<file path="config.mk">
export PLATFORM = sky130hd
export DESIGN_NAME = fdpc_top
export DESIGN_NICKNAME = d
export VERILOG_FILES = /design/src/fdpc_pkg.sv /design/src/fdpc_scan_if.sv /design/src/fdpc_scan.sv /design/src/fdpc_top.sv
export SDC_FILE = /design/constraint.sdc
export NUM_CORES = 1
export LEC_CHECK = 0
export BUFFER_PORTS_ARGS = -buffer_cell sky130_fd_sc_hd__clkbuf_2
export CAP_MARGIN = 20
export CORE_MARGIN = 2
export CORE_UTILIZATION = 55
export DETAILED_ROUTE_END_ITERATION = 12
export PLACE_DENSITY = 0.77
export SLEW_MARGIN = 20
export SYNTH_ARGS = -nofsm -noshare
export SYNTH_HDL_FRONTEND = slang
export SYNTH_SLANG_ARGS = --single-unit
export TNS_END_PERCENT = 1
</file>
<file path="constraint.sdc">
create_clock -name clock -period 4.05 [get_ports clock]
set_input_delay 0.81 -clock clock [delete_from_list [all_inputs] [get_ports clock]]
set_output_delay 0.81 -clock clock [all_outputs]
set_load 0.01 [all_outputs]
</file>
<file path="src/fdpc_pkg.sv">
package fdpc_pkg;

    localparam int ADDR_W = 8;
    localparam int DATA_W = 8;
    localparam int PIN_N = 8;
    localparam int IDX_W = 3;
    localparam int RAM_DEPTH = 8;

    localparam logic [ADDR_W-1:0] DIGIT_CTRL_ADDR = 8'hBB;
    localparam logic [ADDR_W-1:0] SCAN_STATUS_ADDR = 8'hA0;
    localparam logic [ADDR_W-1:0] FRAME_COUNT_ADDR = 8'hA1;
    localparam logic [ADDR_W-1:0] RAM_BASE_ADDR = 8'h90;
    localparam logic [ADDR_W-1:0] RAM_LAST_ADDR = 8'h97;

    localparam int ENABLE_BIT = 7;
    localparam int SEG_ON_BIT = 6;
    localparam int RESERVED_BIT = 5;
    localparam int SPARE_BIT = 4;
    localparam int SPLIT_MSB = 3;
    localparam int SPLIT_ALL_SEG_BIT = 3;
    localparam int SPLIT_COUNT_MSB = 2;

    localparam int STAT_RUN_BIT = 7;
    localparam int STAT_SHOW_BIT = 6;
    localparam int STAT_BLANK_BIT = 5;

    localparam logic [DATA_W-1:0] DIGIT_CTRL_RESET = 8'h20;
    localparam logic [3:0] SPLIT_RESET = 4'h0;
    localparam logic [DATA_W-1:0] RAM_RESET = 8'h00;
    localparam logic [DATA_W-1:0] READ_IDLE = 8'h00;
    localparam logic [IDX_W-1:0] LAST_PIN = 3'h7;
    localparam logic [IDX_W-1:0] FIRST_WORD = 3'h0;

    localparam int CLOCK_PERIOD_NS = 40;
    localparam int DIGIT_TIME_NS = 40000;
    localparam int BLANK_TIME_NS = 2000;
    localparam int DIGIT_CYCLES = (DIGIT_TIME_NS + CLOCK_PERIOD_NS - 1) / CLOCK_PERIOD_NS;
    localparam int BLANK_CYCLES = (BLANK_TIME_NS + CLOCK_PERIOD_NS - 1) / CLOCK_PERIOD_NS;
    localparam int CNT_W = 10;
    localparam logic [CNT_W-1:0] DIGIT_LAST = CNT_W'(DIGIT_CYCLES - 1);
    localparam logic [CNT_W-1:0] BLANK_LAST = CNT_W'(BLANK_CYCLES - 1);
    localparam logic [CNT_W-1:0] CNT_ZERO = 10'h000;

    typedef enum logic [2:0] {
        SCAN_IDLE = 3'b001,
        SCAN_BLANK = 3'b010,
        SCAN_SHOW = 3'b100
    } fdpc_scan_state_type;

endpackage : fdpc_pkg

</file>
<file path="src/fdpc_scan_if.sv">
`timescale 1ns/1ns
interface fdpc_scan_if;
    logic run;
    logic [fdpc_pkg::IDX_W-1:0] firstDigit;
    logic noDigits;
    logic [fdpc_pkg::IDX_W-1:0] digitIdx;
    logic showing;
    logic blanking;
    logic frameDone;

    modport ctrl (
        output run,
        output firstDigit,
        output noDigits,
        input digitIdx,
        input showing,
        input blanking,
        input frameDone
    );

    modport scanner (
        input run,
        input firstDigit,
        input noDigits,
        output digitIdx,
        output showing,
        output blanking,
        output frameDone
    );
endinterface : fdpc_scan_if

</file>
<file path="src/fdpc_scan.sv">
`timescale 1ns/1ns
module fdpc_scan (
    input wire logic clock, // System clock
    input wire logic rst, // Asynchronous reset, active high
    fdpc_scan_if.scanner scan // Scan control and status
);

    fdpc_pkg::fdpc_scan_state_type state_q;
    logic [fdpc_pkg::CNT_W-1:0] cnt_q;
    logic [fdpc_pkg::IDX_W-1:0] idx_q;
    logic frameDone_q;
    logic phaseEnd;
    logic lastDigit;

    always_comb begin
        phaseEnd = 1'b0;
        unique case (state_q)
            fdpc_pkg::SCAN_IDLE: phaseEnd = 1'b0;
            fdpc_pkg::SCAN_BLANK: phaseEnd = (cnt_q == fdpc_pkg::BLANK_LAST);
            fdpc_pkg::SCAN_SHOW: phaseEnd = (cnt_q == fdpc_pkg::DIGIT_LAST);
            default: phaseEnd = 1'b0;
        endcase
    end

    assign lastDigit = (idx_q == fdpc_pkg::LAST_PIN) || scan.noDigits;

    // Disabled controller sits in its reset state, not just paused
    always_ff @(posedge clock or posedge rst) begin
        if (rst) begin
            state_q <= fdpc_pkg::SCAN_IDLE;
        end else if (!scan.run) begin
            state_q <= fdpc_pkg::SCAN_IDLE;
        end else begin
            unique case (state_q)
                fdpc_pkg::SCAN_IDLE: state_q <= fdpc_pkg::SCAN_BLANK;
                fdpc_pkg::SCAN_BLANK: if (phaseEnd) state_q <= fdpc_pkg::SCAN_SHOW;
                fdpc_pkg::SCAN_SHOW: if (phaseEnd) state_q <= fdpc_pkg::SCAN_BLANK;
                default: state_q <= fdpc_pkg::SCAN_IDLE;
            endcase
        end
    end

    always_ff @(posedge clock or posedge rst) begin
        if (rst) begin
            cnt_q <= fdpc_pkg::CNT_ZERO;
        end else if (!scan.run || phaseEnd || state_q == fdpc_pkg::SCAN_IDLE) begin
            cnt_q <= fdpc_pkg::CNT_ZERO;
        end else begin
            cnt_q <= cnt_q + 1'b1;
        end
    end

    // Split may change mid-scan; an index below the new first digit is pulled up
    always_ff @(posedge clock or posedge rst) begin
        if (rst) begin
            idx_q <= fdpc_pkg::FIRST_WORD;
        end else if (!scan.run || state_q == fdpc_pkg::SCAN_IDLE) begin
            idx_q <= scan.firstDigit;
        end else if (idx_q < scan.firstDigit) begin
            idx_q <= scan.firstDigit;
        end else if (state_q == fdpc_pkg::SCAN_SHOW && phaseEnd) begin
            idx_q <= lastDigit ? scan.firstDigit : idx_q + 1'b1;
        end
    end

    always_ff @(posedge clock or posedge rst) begin
        if (rst) begin
            frameDone_q <= 1'b0;
        end else begin
            frameDone_q <= scan.run && state_q == fdpc_pkg::SCAN_SHOW && phaseEnd && lastDigit;
        end
    end

    assign scan.digitIdx = idx_q;
    assign scan.showing = (state_q == fdpc_pkg::SCAN_SHOW);
    assign scan.blanking = (state_q == fdpc_pkg::SCAN_BLANK);
    assign scan.frameDone = frameDone_q;

endmodule : fdpc_scan

</file>
<file path="src/fdpc_top.sv">
// The address-and-strobe port was decided locally.
`timescale 1ns/1ns
module fdpc_top (
    input wire logic clock, // System clock, 25 MHz
    input wire logic rst, // Asynchronous reset, active high
    input wire logic [fdpc_pkg::ADDR_W-1:0] regAddr, // Register address
    input wire logic [fdpc_pkg::DATA_W-1:0] regWrData, // Register write data
    input wire logic regWrite, // Write strobe
    input wire logic regRead, // Read strobe
    output logic [fdpc_pkg::DATA_W-1:0] regRdData, // Read data, cycle after strobe
    output logic [fdpc_pkg::PIN_N-1:0] gridPin, // Shared high-voltage pin drive
    output logic [fdpc_pkg::PIN_N-1:0] segmentPin // High where a pin acts as segment
);

    fdpc_scan_if scanBus ();

    logic displayDriverEnable_q;
    logic segmentOutputOn_q;
    logic spare_q;
    logic [fdpc_pkg::SPLIT_MSB:0] pinSplit_q;
    logic [fdpc_pkg::DATA_W-1:0] dispRam_q [fdpc_pkg::RAM_DEPTH];
    logic [fdpc_pkg::DATA_W-1:0] frameCount_q;
    logic [fdpc_pkg::DATA_W-1:0] regRdData_q;
    logic [fdpc_pkg::PIN_N-1:0] gridPin_q;
    logic [fdpc_pkg::PIN_N-1:0] segmentPin_q;

    logic ctrlHit;
    logic ramHit;
    logic statusHit;
    logic frameHit;
    logic [fdpc_pkg::IDX_W-1:0] ramIdx;
    logic allSegments;
    logic [fdpc_pkg::IDX_W-1:0] segCount;
    logic [fdpc_pkg::IDX_W-1:0] curWord;
    logic [fdpc_pkg::DATA_W-1:0] curData;
    logic [fdpc_pkg::DATA_W-1:0] ctrlView;
    logic [fdpc_pkg::DATA_W-1:0] statusView;
    logic [fdpc_pkg::DATA_W-1:0] rdMux;
    logic [fdpc_pkg::PIN_N-1:0] pinRole;
    logic [fdpc_pkg::PIN_N-1:0] pinDrive;

    // Address decode
    assign ctrlHit = (regAddr == fdpc_pkg::DIGIT_CTRL_ADDR);
    assign statusHit = (regAddr == fdpc_pkg::SCAN_STATUS_ADDR);
    assign frameHit = (regAddr == fdpc_pkg::FRAME_COUNT_ADDR);
    assign ramHit = (regAddr >= fdpc_pkg::RAM_BASE_ADDR) && (regAddr <= fdpc_pkg::RAM_LAST_ADDR);
    assign ramIdx = fdpc_pkg::IDX_W'(regAddr - fdpc_pkg::RAM_BASE_ADDR);

    // Control register: enable, segment drive, spare bit and pin split
    always_ff @(posedge clock or posedge rst) begin
        if (rst) begin
            displayDriverEnable_q <= fdpc_pkg::DIGIT_CTRL_RESET[fdpc_pkg::ENABLE_BIT];
            segmentOutputOn_q <= fdpc_pkg::DIGIT_CTRL_RESET[fdpc_pkg::SEG_ON_BIT];
            spare_q <= fdpc_pkg::DIGIT_CTRL_RESET[fdpc_pkg::SPARE_BIT];
            pinSplit_q <= fdpc_pkg::SPLIT_RESET;
        end else if (regWrite && ctrlHit) begin
            displayDriverEnable_q <= regWrData[fdpc_pkg::ENABLE_BIT];
            segmentOutputOn_q <= regWrData[fdpc_pkg::SEG_ON_BIT];
            spare_q <= regWrData[fdpc_pkg::SPARE_BIT];
            pinSplit_q <= regWrData[fdpc_pkg::SPLIT_MSB:0];
        end
    end

    // Display memory is kept through disable and segment-off alike
    always_ff @(posedge clock or posedge rst) begin
        if (rst) begin
            for (int i = 0; i < fdpc_pkg::RAM_DEPTH; i++) begin
                dispRam_q[i] <= fdpc_pkg::RAM_RESET;
            end
        end else if (regWrite && ramHit) begin
            dispRam_q[ramIdx] <= regWrData;
        end
    end

    // Completed scan frames, cleared while the controller is held in reset
    always_ff @(posedge clock or posedge rst) begin
        if (rst) begin
            frameCount_q <= fdpc_pkg::READ_IDLE;
        end else if (!displayDriverEnable_q) begin
            frameCount_q <= fdpc_pkg::READ_IDLE;
        end else if (scanBus.frameDone) begin
            frameCount_q <= frameCount_q + 1'b1;
        end
    end

    // Scan sequencer hookup
    assign scanBus.run = displayDriverEnable_q;
    assign allSegments = pinSplit_q[fdpc_pkg::SPLIT_ALL_SEG_BIT];
    assign segCount = pinSplit_q[fdpc_pkg::SPLIT_COUNT_MSB:0];
    assign scanBus.firstDigit = allSegments ? fdpc_pkg::LAST_PIN : segCount;
    assign scanBus.noDigits = allSegments;

    fdpc_scan scanUnit (
        .clock (clock),
        .rst (rst),
        .scan (scanBus.scanner)
    );

    // Without digits there is nothing to scan, so word 0 drives the segments
    assign curWord = allSegments ? fdpc_pkg::FIRST_WORD : scanBus.digitIdx;
    assign curData = dispRam_q[curWord];

    // Per pin: segment FS(7-i) below the split, digit strobe at or above it
    genvar p;
    generate
        for (p = 0; p < fdpc_pkg::PIN_N; p++) begin : gPin
            localparam logic [fdpc_pkg::IDX_W-1:0] PIN_IDX = fdpc_pkg::IDX_W'(p);
            localparam int SEG_BIT = fdpc_pkg::PIN_N - 1 - p;

            always_comb begin
                pinRole[p] = allSegments || (PIN_IDX < segCount);
                if (!displayDriverEnable_q) begin
                    pinDrive[p] = 1'b0;
                end else if (pinRole[p]) begin
                    // Blanked between digits so one digit's pattern never ghosts onto the next
                    pinDrive[p] = segmentOutputOn_q && curData[SEG_BIT]
                        && (scanBus.showing || allSegments);
                end else begin
                    // Digits keep scanning whatever the segment bit says
                    pinDrive[p] = scanBus.showing && (scanBus.digitIdx == PIN_IDX);
                end
            end
        end
    endgenerate

    always_ff @(posedge clock or posedge rst) begin
        if (rst) begin
            gridPin_q <= {fdpc_pkg::PIN_N{1'b0}};
        end else begin
            gridPin_q <= pinDrive;
        end
    end

    always_ff @(posedge clock or posedge rst) begin
        if (rst) begin
            segmentPin_q <= {fdpc_pkg::PIN_N{1'b0}};
        end else begin
            segmentPin_q <= pinRole;
        end
    end

    // Read views; reserved bit 5 reads as one
    always_comb begin
        ctrlView = fdpc_pkg::READ_IDLE;
        ctrlView[fdpc_pkg::ENABLE_BIT] = displayDriverEnable_q;
        ctrlView[fdpc_pkg::SEG_ON_BIT] = segmentOutputOn_q;
        ctrlView[fdpc_pkg::RESERVED_BIT] = fdpc_pkg::DIGIT_CTRL_RESET[fdpc_pkg::RESERVED_BIT];
        ctrlView[fdpc_pkg::SPARE_BIT] = spare_q;
        ctrlView[fdpc_pkg::SPLIT_MSB:0] = pinSplit_q;
    end

    always_comb begin
        statusView = fdpc_pkg::READ_IDLE;
        statusView[fdpc_pkg::STAT_RUN_BIT] = displayDriverEnable_q;
        statusView[fdpc_pkg::STAT_SHOW_BIT] = scanBus.showing;
        statusView[fdpc_pkg::STAT_BLANK_BIT] = scanBus.blanking;
        statusView[fdpc_pkg::IDX_W-1:0] = scanBus.digitIdx;
    end

    always_comb begin
        if (ctrlHit) begin
            rdMux = ctrlView;
        end else if (statusHit) begin
            rdMux = statusView;
        end else if (frameHit) begin
            rdMux = frameCount_q;
        end else if (ramHit) begin
            rdMux = dispRam_q[ramIdx];
        end else begin
            rdMux = fdpc_pkg::READ_IDLE;
        end
    end

    // Read data stands only in the cycle after the strobe
    always_ff @(posedge clock or posedge rst) begin
        if (rst) begin
            regRdData_q <= fdpc_pkg::READ_IDLE;
        end else if (regRead) begin
            regRdData_q <= rdMux;
        end else begin
            regRdData_q <= fdpc_pkg::READ_IDLE;
        end
    end

    assign regRdData = regRdData_q;
    assign gridPin = gridPin_q;
    assign segmentPin = segmentPin_q;

endmodule : fdpc_top

</file>
==> impl_metrics.tcl <==
set metrics [dict create \
    status "complete, no violations" \
    post-route-period-util_pct 66.3 \
    synthCells 557 \
    synth_top_family_by_area "multiplexers" \
    clock_path_buffers 2 \
    setup_viol 0 \
    peakVddDrop_uv 397 \
    synth_flop_cell "dfrtp_1" \
    drt_iter0_markers 524 \
    pin_count 44 \
    cap_viol_max_count 0 \
    cts_hold_buf 0 \
    rsz0062_at_grt "false" \
    fmax_mhz 372 \
    critPathMaxFanout 16 \
    drc_errors 0 \
    cts_sinks 120 \
    synth-adder-area-share_pct 1.98 \
    period_needed_ns 2.69 \
    max_slew_margin_pct 39.4 \
    wl_per_cell_um 23.0 \
    fillers 872 \
    grt_max_degree 70 \
    grt_overflow 0 \
    antenna_cells 0 \
    drtPass1Iterations 7 \
    numPortBuffers 43 \
    hpwlAfterDp_mm 11.8 \
    setup_slack_ns 1.36 \
    dpl_worst_slack_ns 1.07 \
    yosysWarnings 0 \
    coreArea_um2 11300 \
    numCtsBuffers 17 \
    tightest_slew_ns 0.906 \
    synth_compound_area_share_pct 11.3 \
    arrival_ns 2.94 \
    rr_worst_depth 5 \
    synth-edff-count 0 \
    synth.yosys.seq_area_share_pct 47.6 \
    criticalPathCategory "flop to flop" \
    hold_path_class "input pin to asynchronous set/reset pin" \
    leakage_nw 3.37 \
    nets 625 \
    layout-drive-gt1-share_pct 29.3 \
    rr_startpoint "scanUnit.scan.digitIdx[1]" \
    worstReg2RegEnd "gridPin[5]" \
    endpoint_kind "flop" \
    initial_core_util_pct 55.7 \
    ys_seq_elements 120 \
    antenna_found_initial 0 \
    rows 39 \
    synthSimpleGateAreaFrac_pct 13.4 \
    cts-root-buf "clkbuf_16" \
    cts_htree_levels 4 \
    synth_mux_area_share_pct 20.5 \
    finClkSkew_ns 0.0163 \
    avgSynthCellArea_um2 11.3 \
    critPathRequiredTime_ns 4.31 \
    reg2reg_slack_ns 1.36 \
    cp_cell_sequence "clkinv_1 > nor3_1 > a2bb2oi_1 > o221ai_1 > o22ai_1" \
    power.density_nw_per_um2 443 \
    design.die.area_um2 12300 \
    synth_cell_types 67 \
    die_h_um 111 \
    final-hold-violation-count 0 \
    cts.clk_slew.worst_paths_ns 0.05 \
    area_growth_pct 15.3 \
    ys_async_sr_fraction_pct 100 \
    start_kind "flop" \
    track_usage_pct 29.7 \
    crit_path_max_incr_delay_ns 0.84 \
    slew_violations 0 \
    finalWirelength_mm 17.3 \
    clk-insertion-delay-late_ns 0.42 \
    synth-xor-area-share_pct 1.94 \
    via_per_inst 6.55 \
    grt_first_pass_wirelength_mm 28.2 \
    post_cts_buffers 0 \
    num_vias 4922 \
    setup_tns_ns 0 \
    crit_slowest_cell "dfrtp_1" \
    cts_tree "built" \
    gp_congestion 0.970 \
    syn_area_um2 6310 \
    grt_pass1_vias 5029 \
    synth_fp_nets 587 \
    die_x_um 111 \
    drtAntennaViolNets 0 \
    cts_resized 0 \
]
metal layers:
metal | GRT usage (%) | up-vias | wire length, um
met5 | 0 | - | 0
met4 | 17.1 | 0 | 871
met3 | 6.29 | 60 | 1150
met2 | 45.0 | 260 | 8020
met1 | 40.0 | 2463 | 7220
li1 | - | 2139 | -
per-stage QoR:
stage	power [mW]	instance area (um^2)	std cells	utilization [%]	hold WS, ns
2_1_floorplan	1.50	6310	557	-	0.352
3_5_place_dp	1.60	6630	719	58.5	0.495
3_3_place_gp	1.60	6630	719	58.5	0.489
5_1_grt	3.33	7270	751	64.2	0.521
4_1_cts	3.24	7270	751	64.2	0.486
6_report	3.22	7270	751	64.2	0.466
sequential cells by signal (all words and copies together), names as in the netlist:
name / count
gridPin: 8
displayDriverEnable_q: 1
dispRam_q: 64
frameCount_q: 8
scanUnit.scan.digitIdx: 3
pinSplit_q: 4
scanUnit.state_q: 3
scanUnit.cnt_q: 10
segmentOutputOn_q: 1
spare_q: 1
segmentPin: 8
scanUnit.scan.frameDone: 1
regRdData: 8
where the power goes:
group | total [mW] | internal, mW | switching, mW
clock network | 1.63 | 1.11 | 0.519
registers | 1.30 | 1.25 | 0.0533
logic | 0.296 | 0.118 | 0.178
total | 3.22 | 2.47 | 0.750
worst max path at each step:
| stage | from | slack (ns) | cells past startpoint | end |
|---|---|---|---|---|
| 6_report | scanUnit.scan.digitIdx[1] | 1.36 | 5 | gridPin[5] |
| 5_1_grt | regAddr[1] | 1.29 | 4 | dispRam_q[55] |
| 4_1_cts | regAddr[1] | 1.50 | 4 | dispRam_q[55] |
| 3_5_place_dp | regAddr[1] | 1.07 | 4 | dispRam_q[55] |
| 3_3_place_gp | regAddr[1] | 1.05 | 4 | dispRam_q[55] |
| 2_1_floorplan | rst | 0.06 | 1 | dispRam_q[0] |
placed cells by master (no fill, tap or decap), types with 8 or more instances in the layout:
master	count
o22ai_1	9
xor2_1	9
mux2i_1	26
clkbuf_2	43
dfrtp_1	119
inv_1	17
nor2_1	33
nor2b_1	12
mux2_4	8
nor3_1	8
a21oi_1	25
nand3_1	11
o21ai_0	16
nand4_1	10
clkbuf_16	17
mux2_2	65
nand2_1	35
mux4_2	8
ha_1	10
logic make-up after synthesis:
family | after synthesis
multiplexers | 107
adder cells (fa/ha/maj) | 10
AND/OR/NAND/NOR | 151
AO/OA/AOI/OAI | 106
flip-flops | 120
XOR/XNOR | 14
buffers and inverters | 49
area by class of cell:
cell class	count	area, um^2	area share [%]
multi-input cells	388	3100	42.6
flip-flops and latches	120	3000	41.3
clock buffers	25	505	6.95
repair buffers	48	265	3.65
well taps	143	179	2.46
clock inverters	7	139	1.91
inverters	20	77.6	1.07
synth_stat cells, drive strengths merged (2+ instances only):
cell	number	share of area (%)
buf	12	1.0
o221ai	7	0.97
a21oi	26	2.1
mux2i	26	4.1
clkinv	2	0.12
xnor2	5	0.69
nor2	35	2.2
a22oi	7	0.83
mux2	73	14
a31oi	7	0.69
a221oi	5	0.69
ha	10	2.0
nor4	5	0.83
nor2b	12	1.2
or2	2	0.20
xor2	9	1.2
mux4	8	2.9
and3	3	0.30
o21a	2	0.24
o21ai	17	1.3
dfrtp	119	47
o32ai	3	0.42
o2111ai	4	0.56
nand3b	2	0.44
nand2	36	2.2
or4	2	0.24
o22ai	9	0.89
nand4	10	0.99
o21ba	2	0.32
nand2b	6	0.60
nor3	10	1.2
clkbuf	17	1.0
o21bai	2	0.24
inv	18	1.1
and2	2	0.20
nand3	12	1.0
or3	6	0.60
nor3b	3	0.61
a21o	2	0.24
a211oi	5	0.60
worst max-delay path: cells and delay by family, from the launching register on:
kind / cells / cell delay (ns)
DFF: 1 / 0.84
and+or+nand+nor: 1 / 0.65
buffers and inverters: 1 / 0.59
AOI/OAI and AO/OA: 3 / 0.44
(Power assumes the default switching activity.)
